$ cat src/common/blb_consts.svh
// constants for the bitwise-test, bit-clear and relative-branch execution unit
// assumes a 200 MHz core clock; included by bare name
`ifndef BLB_CONSTS_SVH
`define BLB_CONSTS_SVH

// clock
`define CLK_PERIOD_NS 5
// instruction fields
`define BYTE_BIT 15
`define OPC_HI 14
`define OPC_LO 12
`define SRC_HI 11
`define SRC_LO 6
`define DST_HI 5
`define DST_LO 0
`define JUMP_CODE_HI 15
`define JUMP_CODE_LO 8
`define OFS_SIGN 7
// double-operand codes in bits 14:12
`define OPC_AND_TEST 3'h3
`define OPC_AND_NOT 3'h4
// branch codes in bits 15:8
`define BRC_ALWAYS 8'h01
`define BRC_UNEQUAL 8'h02
`define BRC_EQUAL 8'h03
`define BRC_PLUS 8'h80
`define BRC_MINUS 8'h81
// branch timing in ns: 1.5 us not taken, 2.6 us taken
`define T_JUMP_NOTAKEN_NS 1500
`define T_JUMP_TAKEN_NS 2600
`define CYC_JUMP_NOTAKEN ((`T_JUMP_NOTAKEN_NS + `CLK_PERIOD_NS - 1) / `CLK_PERIOD_NS)
`define CYC_JUMP_TAKEN ((`T_JUMP_TAKEN_NS + `CLK_PERIOD_NS - 1) / `CLK_PERIOD_NS)
`define CNT_W 10
// reset values
`define PC_RESET 16'h0000
`define CC_RESET 4'h0

`endif

$ cat src/common/blb_pkg.sv
// types shared by the execution unit and its decoder
// assumes nothing beyond a SystemVerilog compiler
package blb_pkg;
  typedef enum logic [3:0] {
    K_NONE = 4'h0,
    K_TEST = 4'h1,
    K_CLEAR = 4'h2,
    K_ALWAYS = 4'h3,
    K_EQUAL = 4'h4,
    K_UNEQUAL = 4'h5,
    K_MINUS = 4'h6,
    K_PLUS = 4'h7
  } op_kind_t;

  typedef enum logic [1:0] {
    S_IDLE = 2'b01,
    S_BUSY = 2'b10
  } state_t;
endpackage : blb_pkg

$ cat src/common/op_if.sv
// decoded instruction fields passed from the decoder to the execution unit
// assumes both ends sit in the same clock domain
`timescale 1ns/1ps
`default_nettype none
interface op_if;
  import blb_pkg::*;
  logic [15:0] instr;
  op_kind_t kind;
  logic is_byte;
  logic [5:0] src_spec;
  logic [5:0] dst_spec;
  logic [7:0] offset;
  modport decoder (input instr, output kind, is_byte, src_spec, dst_spec, offset);
  modport exe (output instr, input kind, is_byte, src_spec, dst_spec, offset);
endinterface : op_if
`default_nettype wire

$ cat src/hw/blb_exec.sv
// execution unit for and-test, and-not clear and the relative branch group
// assumes operands are fetched elsewhere; start is a one-cycle pulse on clk
//
// Notes on behaviour
// - clear: byte bit, source, destination fields
// - and-test only sets flags, no writeback
// - N from top result bit, Z on zero
// - logic ops clear V, keep C
// - clear writes destination AND NOT source
// - taken branch adds twice the offset
// - target based on already-advanced PC
// - offset bits 7:0, sign-extended from bit 7
// - conditional loads target only when true
// - branches never touch condition flags
// - always-branch always loads target
// - unequal branch taken when Z clear
// - minus branch, prefix 1004, N set
// - plus branch taken when N clear
// - branch lasts 1.5 us or 2.6 us
`timescale 1ns/1ps
`default_nettype none
`include "blb_consts.svh"
module blb_exec
  import blb_pkg::*;
(
  // clock and reset
  input wire logic clk,
  input wire logic reset,
  // request
  input wire logic start,
  input wire logic [15:0] instr,
  input wire logic [15:0] src_val,
  input wire logic [15:0] dst_val,
  input wire logic [15:0] pc_val,
  // condition codes written by other instructions
  input wire logic cc_load,
  input wire logic [3:0] cc_in,
  // answer
  output logic busy_ff,
  output logic done_ff,
  output logic unknown_ff,
  output logic wr_en_ff,
  output logic wr_byte_ff,
  output logic [15:0] result_ff,
  output logic pc_load_ff,
  output logic [15:0] pc_out_ff,
  // condition codes
  output logic n_ff,
  output logic z_ff,
  output logic v_ff,
  output logic c_ff
);
  // ==========================================================
  // decode
  op_if d ();
  assign d.instr = instr;
  blb_decode u_decode (.d(d));

  // ==========================================================
  // datapath
  logic is_logic, is_branch, cond_ok, accept;
  logic [15:0] logic_res, target;
  logic [15:0] res_masked;
  logic lres_n, lres_z;

  assign is_logic = (d.kind == K_TEST) || (d.kind == K_CLEAR);
  assign is_branch = (d.kind == K_ALWAYS) || (d.kind == K_EQUAL) || (d.kind == K_UNEQUAL)
                     || (d.kind == K_MINUS) || (d.kind == K_PLUS);

  always_comb begin
    logic_res = (d.kind == K_CLEAR) ? (dst_val & ~src_val) : (dst_val & src_val);
    // high byte of the destination kept in byte form
    res_masked = d.is_byte ? {dst_val[15:8], logic_res[7:0]} : logic_res;
    lres_n = d.is_byte ? logic_res[7] : logic_res[15];
    lres_z = d.is_byte ? (logic_res[7:0] == 8'h00) : (logic_res == 16'h0000);
  end

  // offset doubled, sign from bit 7, advanced PC
  assign target = pc_val + {{7{d.offset[`OFS_SIGN]}}, d.offset, 1'b0};

  // flags read at the start edge; a later side load cannot flip the decision
  always_comb begin
    case (d.kind)
      K_ALWAYS: cond_ok = 1'b1;
      K_EQUAL: cond_ok = z_ff;
      K_UNEQUAL: cond_ok = ~z_ff;
      K_MINUS: cond_ok = n_ff;
      K_PLUS: cond_ok = ~n_ff;
      default: cond_ok = 1'b0;
    endcase
  end

  // ==========================================================
  // sequencer
  state_t state_ff, nxt_state;
  logic [`CNT_W-1:0] cnt_ff, nxt_cnt;
  logic nxt_done, nxt_unknown, nxt_wr_en, nxt_wr_byte, nxt_pc_load, nxt_busy;
  logic [15:0] nxt_result, nxt_pc_out;
  logic hold_take_ff, nxt_hold_take;
  logic [15:0] hold_pc_ff, nxt_hold_pc;
  logic nxt_n, nxt_z, nxt_v, nxt_c;

  // starts while busy are dropped, so a branch always keeps its full length
  assign accept = start && (state_ff == S_IDLE);

  always_comb begin
    nxt_state = state_ff;
    nxt_cnt = cnt_ff;
    nxt_done = 1'b0;
    nxt_unknown = 1'b0;
    nxt_wr_en = 1'b0;
    nxt_wr_byte = wr_byte_ff;
    nxt_result = result_ff;
    nxt_pc_load = 1'b0;
    nxt_pc_out = pc_out_ff;
    nxt_hold_take = hold_take_ff;
    nxt_hold_pc = hold_pc_ff;
    nxt_n = n_ff;
    nxt_z = z_ff;
    nxt_v = v_ff;
    nxt_c = c_ff;
    // flags from other instructions only while this unit is not updating them
    if (cc_load && !(accept && is_logic)) begin
      {nxt_n, nxt_z, nxt_v, nxt_c} = cc_in;
    end
    case (state_ff)
      S_IDLE: begin
        if (accept && is_logic) begin
          nxt_done = 1'b1;
          nxt_wr_en = (d.kind == K_CLEAR);
          nxt_wr_byte = d.is_byte;
          nxt_result = res_masked;
          nxt_n = lres_n;
          nxt_z = lres_z;
          nxt_v = 1'b0;
          nxt_c = c_ff;
        end else if (accept && is_branch) begin
          // length fixed by the outcome; the load comes at the end
          nxt_state = S_BUSY;
          nxt_hold_take = cond_ok;
          // not-taken path keeps the advanced PC
          nxt_hold_pc = cond_ok ? target : pc_val;
          nxt_cnt = cond_ok ? `CNT_W'(`CYC_JUMP_TAKEN - 2) : `CNT_W'(`CYC_JUMP_NOTAKEN - 2);
        end else if (accept) begin
          nxt_done = 1'b1;
          nxt_unknown = 1'b1;
        end
      end
      S_BUSY: begin
        // the pc is handed over once, with the done pulse, never mid-wait
        if (cnt_ff == `CNT_W'(0)) begin
          nxt_state = S_IDLE;
          nxt_done = 1'b1;
          nxt_pc_load = hold_take_ff;
          nxt_pc_out = hold_pc_ff;
        end else begin
          nxt_cnt = cnt_ff - `CNT_W'(1);
        end
      end
      default: nxt_state = S_IDLE;
    endcase
    nxt_busy = (nxt_state == S_BUSY);
  end

  always_ff @(posedge clk or posedge reset) begin
    if (reset) begin
      state_ff <= S_IDLE;
      cnt_ff <= '0;
      busy_ff <= 1'b0;
      done_ff <= 1'b0;
      unknown_ff <= 1'b0;
      wr_en_ff <= 1'b0;
      wr_byte_ff <= 1'b0;
      result_ff <= 16'h0000;
      pc_load_ff <= 1'b0;
      pc_out_ff <= `PC_RESET;
      hold_take_ff <= 1'b0;
      hold_pc_ff <= `PC_RESET;
      {n_ff, z_ff, v_ff, c_ff} <= `CC_RESET;
    end else begin
      state_ff <= nxt_state;
      cnt_ff <= nxt_cnt;
      busy_ff <= nxt_busy;
      done_ff <= nxt_done;
      unknown_ff <= nxt_unknown;
      wr_en_ff <= nxt_wr_en;
      wr_byte_ff <= nxt_wr_byte;
      result_ff <= nxt_result;
      pc_load_ff <= nxt_pc_load;
      pc_out_ff <= nxt_pc_out;
      hold_take_ff <= nxt_hold_take;
      hold_pc_ff <= nxt_hold_pc;
      n_ff <= nxt_n;
      z_ff <= nxt_z;
      v_ff <= nxt_v;
      c_ff <= nxt_c;
    end
  end

  // ==========================================================
  // checks
  // helper: cycles since a branch was accepted
  logic [`CNT_W-1:0] el_ff;
  always_ff @(posedge clk or posedge reset) begin
    if (reset) begin
      el_ff <= '0;
    end else if (accept) begin
      el_ff <= `CNT_W'(1);
    end else if (state_ff == S_BUSY) begin
      el_ff <= el_ff + `CNT_W'(1);
    end
  end
endmodule : blb_exec
`default_nettype wire

$ cat src/hw/blb_decode.sv
// instruction decoder: classifies the instruction word and splits its fields
// assumes the word is stable while the execution unit samples the result
`timescale 1ns/1ps
`default_nettype none
`include "blb_consts.svh"
module blb_decode
  import blb_pkg::*;
(
  op_if.decoder d
);
  logic [7:0] jump_code;

  assign jump_code = d.instr[`JUMP_CODE_HI:`JUMP_CODE_LO];
  assign d.src_spec = d.instr[`SRC_HI:`SRC_LO];
  assign d.dst_spec = d.instr[`DST_HI:`DST_LO];
  assign d.offset = d.instr[7:0];

  always_comb begin
    d.kind = K_NONE;
    d.is_byte = 1'b0;
    if (d.instr[`OPC_HI:`OPC_LO] == `OPC_AND_NOT) begin
      d.kind = K_CLEAR;
      d.is_byte = d.instr[`BYTE_BIT];
    end else if (d.instr[`OPC_HI:`OPC_LO] == `OPC_AND_TEST) begin
      d.kind = K_TEST;
      d.is_byte = d.instr[`BYTE_BIT];
    end else begin
      case (jump_code)
        `BRC_ALWAYS: d.kind = K_ALWAYS;
        `BRC_UNEQUAL: d.kind = K_UNEQUAL;
        `BRC_EQUAL: d.kind = K_EQUAL;
        `BRC_PLUS: d.kind = K_PLUS;
        `BRC_MINUS: d.kind = K_MINUS;
        default: d.kind = K_NONE;
      endcase
    end
  end
endmodule : blb_decode
`default_nettype wire

$ cat config.mk
export PLATFORM = sky130hd
export DESIGN_NAME = blb_exec
export DESIGN_NICKNAME = d
export VERILOG_FILES = /design/src/common/blb_pkg.sv /design/src/common/op_if.sv /design/src/hw/blb_exec.sv /design/src/hw/blb_decode.sv
export VERILOG_INCLUDE_DIRS = /design/src /design/src/common
export SDC_FILE = /design/constraint.sdc
export NUM_CORES = 1
export LEC_CHECK = 0
export ABC_CLOCK_PERIOD_IN_PS = 2500
export BUFFER_PORTS_ARGS = -buffer_cell sky130_fd_sc_hd__buf_2
export CAP_MARGIN = 5
export CORE_MARGIN = 4
export CORE_UTILIZATION = 48
export DETAILED_ROUTE_END_ITERATION = 10
export PLACE_DENSITY = 0.77
export SYNTH_ARGS = -nofsm -noshare
export SYNTH_HDL_FRONTEND = slang
export SYNTH_SLANG_ARGS = --single-unit
$ cat constraint.sdc
create_clock -name clk -period 2.5 [get_ports clk]
set_input_delay 0.125 -clock clk [delete_from_list [all_inputs] [get_ports clk]]
set_output_delay 0.125 -clock clk [all_outputs]
set_load 0.05 [all_outputs]
==> results.rst <==
.. list-table::
   :header-rows: 1

   * - Metric
     - Value
   * - Result of the run
     - completed
   * - Share of synthesized area occupied by flip-flops and latches
     - 42.8%
   * - Clk network pwr share
     - 28.0%
   * - Count leader, synth
     - sky130_fd_sc_hd__nand2_1
   * - Combinational share of power
     - 34.6%
   * - Final Skew
     - 9.61 ps
   * - Number of antenna repair diodes
     - 0
   * - Final Core Density
     - 62.3%
   * - Wire length of the first global-routing pass
     - 17.0 mm
   * - Critical path's slowest cell
     - sky130_fd_sc_hd__or3b_2
   * - Number of flops mapped to enable cells by yosys
     - 0
   * - Worst path max stage delay
     - 500 ps
   * - Final setup violation count
     - 0
   * - Power after layout
     - 3.97 mW
   * - Number of distinct library cells after synthesis
     - 62
   * - TritonCTS buffer count
     - 9
   * - Area of the die
     - 10200 um2
   * - Number of warning messages in the yosys log
     - 0
   * - Clock latency on the worst-skew pair
     - 340 ps
   * - Pwr Density
     - 765 nW/um2
   * - Final cycle utilization of the critical path
     - 94.0%
   * - Remaining max-slew budget at the tightest pin
     - 55.7%
   * - Share of layout cells above drive strength 1
     - 27.0%
   * - Placed wire-length estimate after detailed placement
     - 7.98 mm
   * - Longest Clk Path Bufs
     - 2
   * - Number of global-route vias before repair
     - 3778
   * - Arr. time, crit path
     - 2580 ps
   * - Drt first-iter violations
     - 163
   * - Max rail drop VDD
     - 362 uV
   * - Total vias in the final route
     - 3846
   * - #FFs+latches synth
     - 71
   * - Category of the worst setup path capture point
     - register
   * - Vertical extent of the die
     - 101 um
   * - Type of the tightest min-delay check
     - input port to register
   * - Fmax
     - 426 MHz
   * - Via count normalized by instance count
     - 5.48
   * - Library cell used as clock root buffer
     - sky130_fd_sc_hd__clkbuf_8
   * - TritonCTS clock tree
     - yes
   * - Largest area contributor in the synthesized netlist
     - sky130_fd_sc_hd__dfrtp_1
   * - Minimum clock period
     - 2350 ps
   * - Number of max-slew violations in the final report
     - 0
   * - Number of nets produced by synthesis
     - 559
   * - Total wire length
     - 10.3 mm
   * - Fraction of synthesized cell area taken by the top area cell type
     - 42.1%
   * - LEAKAGE
     - 2.63 nW
   * - H-Tree Level Count
     - 3
   * - Setup repair after global routing missed its margin
     - false
   * - Sum of overflow across all layers after global routing
     - 0
   * - Number of nets in the final layout
     - 682
   * - Worst Path Required
     - 2730 ps
   * - Rows
     - 33
   * - Global-route usage over all layers
     - 20.6%
   * - Share of synthesized registers carrying an async set or reset
     - 100%
   * - Synth area leaders
     - sky130_fd_sc_hd__dfrtp_1, sky130_fd_sc_hd__nand2_1, sky130_fd_sc_hd__o21ai_0
   * - Tightest Pin Transition
     - 663 ps
   * - Antenna-violating nets left
     - 0
   * - Core area
     - 8340 um2
   * - First-pass detailed-route iteration total
     - 5
   * - Number of buffers inserted by port buffering
     - 113
   * - Max_cap viols
     - 0
   * - DRC violation count after routing
     - 0
   * - Top_reg_cell synth
     - sky130_fd_sc_hd__dfrtp_1
   * - X dimension of the die
     - 101 um
   * - CTS clock-pin slew for the worst setup and hold paths
     - 80 ps
   * - Switching part of the total power
     - 38.0%
   * - Cell count after synthesis
     - 469
   * - Summed negative setup slack over all endpoints
     - 0 ps
   * - Register share of total power
     - 37.5%
   * - Kind of start point of the critical path
     - register
   * - Weighted congestion reported at the end of routability-driven placement
     - 0.852
   * - Netlist area before placement
     - 4160 um2
   * - Total clock sinks
     - 71
   * - Reported net switching power
     - 1.51 mW
   * - Cell-internal power
     - 2.46 mW
   * - Critical path type
     - register to register
   * - Top post-synthesis cells by count
     - sky130_fd_sc_hd__nand2_1, sky130_fd_sc_hd__dfrtp_1, sky130_fd_sc_hd__o21ai_0, sky130_fd_sc_hd__xnor2_1, sky130_fd_sc_hd__nor2_1
   * - Number of failing hold endpoints at the final stage
     - 0
   * - Worst path cell trace
     - inv_1 > ha_1 > or3b_2 > nor2_2 > and3_4 > a211oi_2 > buf_4 > nand3_1 > o21ai_0 > a221o_1
   * - Mean routed wirelength per cell
     - 14.7 um
   * - Initial cell density of the core
     - 49.8%
   * - Antenna violations before repair
     - 0
   * - Pin count of the biggest net entering global routing
     - 46
   * - Syn_area_per_cell
     - 8.87 um2
   * - Synthesis-to-finish area growth
     - 24.9%
   * - Number of ports placed on the die boundary
     - 114
   * - Crit path max fanout
     - 10
==> state kept, by name, indices dropped and copies added (netlist names), 2 cells and up <==
register,flops
result_ff,16
cnt_ff,10
hold_pc_ff,16
pc_out_ff,16
state_ff,2
==> routing by layer <==
layer	share of wire, %	GRT usage (%)	wire length, um
met1	42	26.1	4350
met2	49	35.1	5060
met3	6.9	3.32	716
met4	2.1	7.87	220
met5	0	0	0
==> cell families (layout without fill, tap and decap cells) <==
group	after synthesis	in the layout	synth area share (%)
compound gates	114	114	17.6
fa+ha+maj	18	18	5.60
simple gates	183	183	20.0
xor+xnor	27	27	5.69
buf+inv	38	166	3.91
mux	18	18	4.45
flops	71	71	42.8
==> through the flow <==
step                hold WS (ps)  instances  setup WS [ps]  instance area, um2
floorplan                    230        469           48.5                4160
global placement             220        684            110                4920
detailed placement           221        684           37.0                4920
CTS                         1.85        702            137                5190
global route                3.77        702           28.7                5190
finish                      11.9        702            151                5190
==> worst max-delay path: cells and delay by family, from the launching register on <==
family / cells / cell delay (ps)
adder cells (fa/ha/maj): 1 / 180
buffers and inverters: 2 / 260
AO/OA/AOI/OAI: 3 / 460
flip-flops: 1 / 410
AND/OR/NAND/NOR: 4 / 940
==> layout by cell type (no fill, tap or decap), types with 5 or more instances in the layout <==
cell	synthesis	routed
sky130_fd_sc_hd__a211oi_1	5	5
sky130_fd_sc_hd__a21oi_1	21	21
sky130_fd_sc_hd__a31oi_1	5	5
sky130_fd_sc_hd__buf_2	1	113
sky130_fd_sc_hd__buf_4	0	13
sky130_fd_sc_hd__clkbuf_8	0	9
sky130_fd_sc_hd__dfrtp_1	70	70
sky130_fd_sc_hd__ha_1	17	17
sky130_fd_sc_hd__inv_1	19	18
sky130_fd_sc_hd__mux2i_1	14	14
sky130_fd_sc_hd__nand2_1	105	105
sky130_fd_sc_hd__nand3_1	8	8
sky130_fd_sc_hd__nor2_1	25	24
sky130_fd_sc_hd__nor3_1	11	11
sky130_fd_sc_hd__o21a_1	5	5
sky130_fd_sc_hd__o21ai_0	46	46
sky130_fd_sc_hd__xnor2_1	26	26
==> area by class of cell <==
cell class	instances	area [um2]
Multi-Input combinational cell	360	2220
Tap cell	105	131
Fill cell	723	3150
Clock buffer	9	124
Clock inverter	7	121
Timing Repair Buffer	131	743
Inverter	19	71.3
Sequential cell	71	1780
==> worst paths after layout <==
| kind | startpoint | end | slack, ps | cells past startpoint |
|---|---|---|---|---|
| worst max-delay path | cnt_ff[0] | cnt_ff[2] | 150 | 10 |
| worst min-delay path | cc_in[0] | c_ff | 10 | 2 |
| worst max register to register | cnt_ff[0] | cnt_ff[2] | 150 | 10 |
| worst min register to register | pc_out_ff[0] | pc_out_ff[0] | 470 | 2 |
| max in group asynchronous | reset | state_ff[0] | 1410 | 4 |
| min in group asynchronous | reset | cnt_ff[1] | 390 | 3 |
==> power groups by stage <==
stage / Combinational, mW / Clock (mW) / Sequential (mW)
CTS: 1.38 / 1.12 / 1.49
floorplan: 0.526 / 0 / 1.96
finish: 1.37 / 1.11 / 1.49
global route: 1.49 / 1.19 / 1.51
global placement: 1.35 / 0 / 1.50
detailed placement: 1.37 / 0 / 1.51
==> repair_timing <==
| action | CTS | global route |
|---|---|---|
| buffers inserted | 0 | 0 |
| endpoints found under the setup margin | 0 | 1 |
| gates resized for setup | 0 | 1 |
| hold buffers | 2 | 0 |
| hold endpoints to repair | 27 | 0 |
Note: power is estimated with default switching activity, not from simulation.
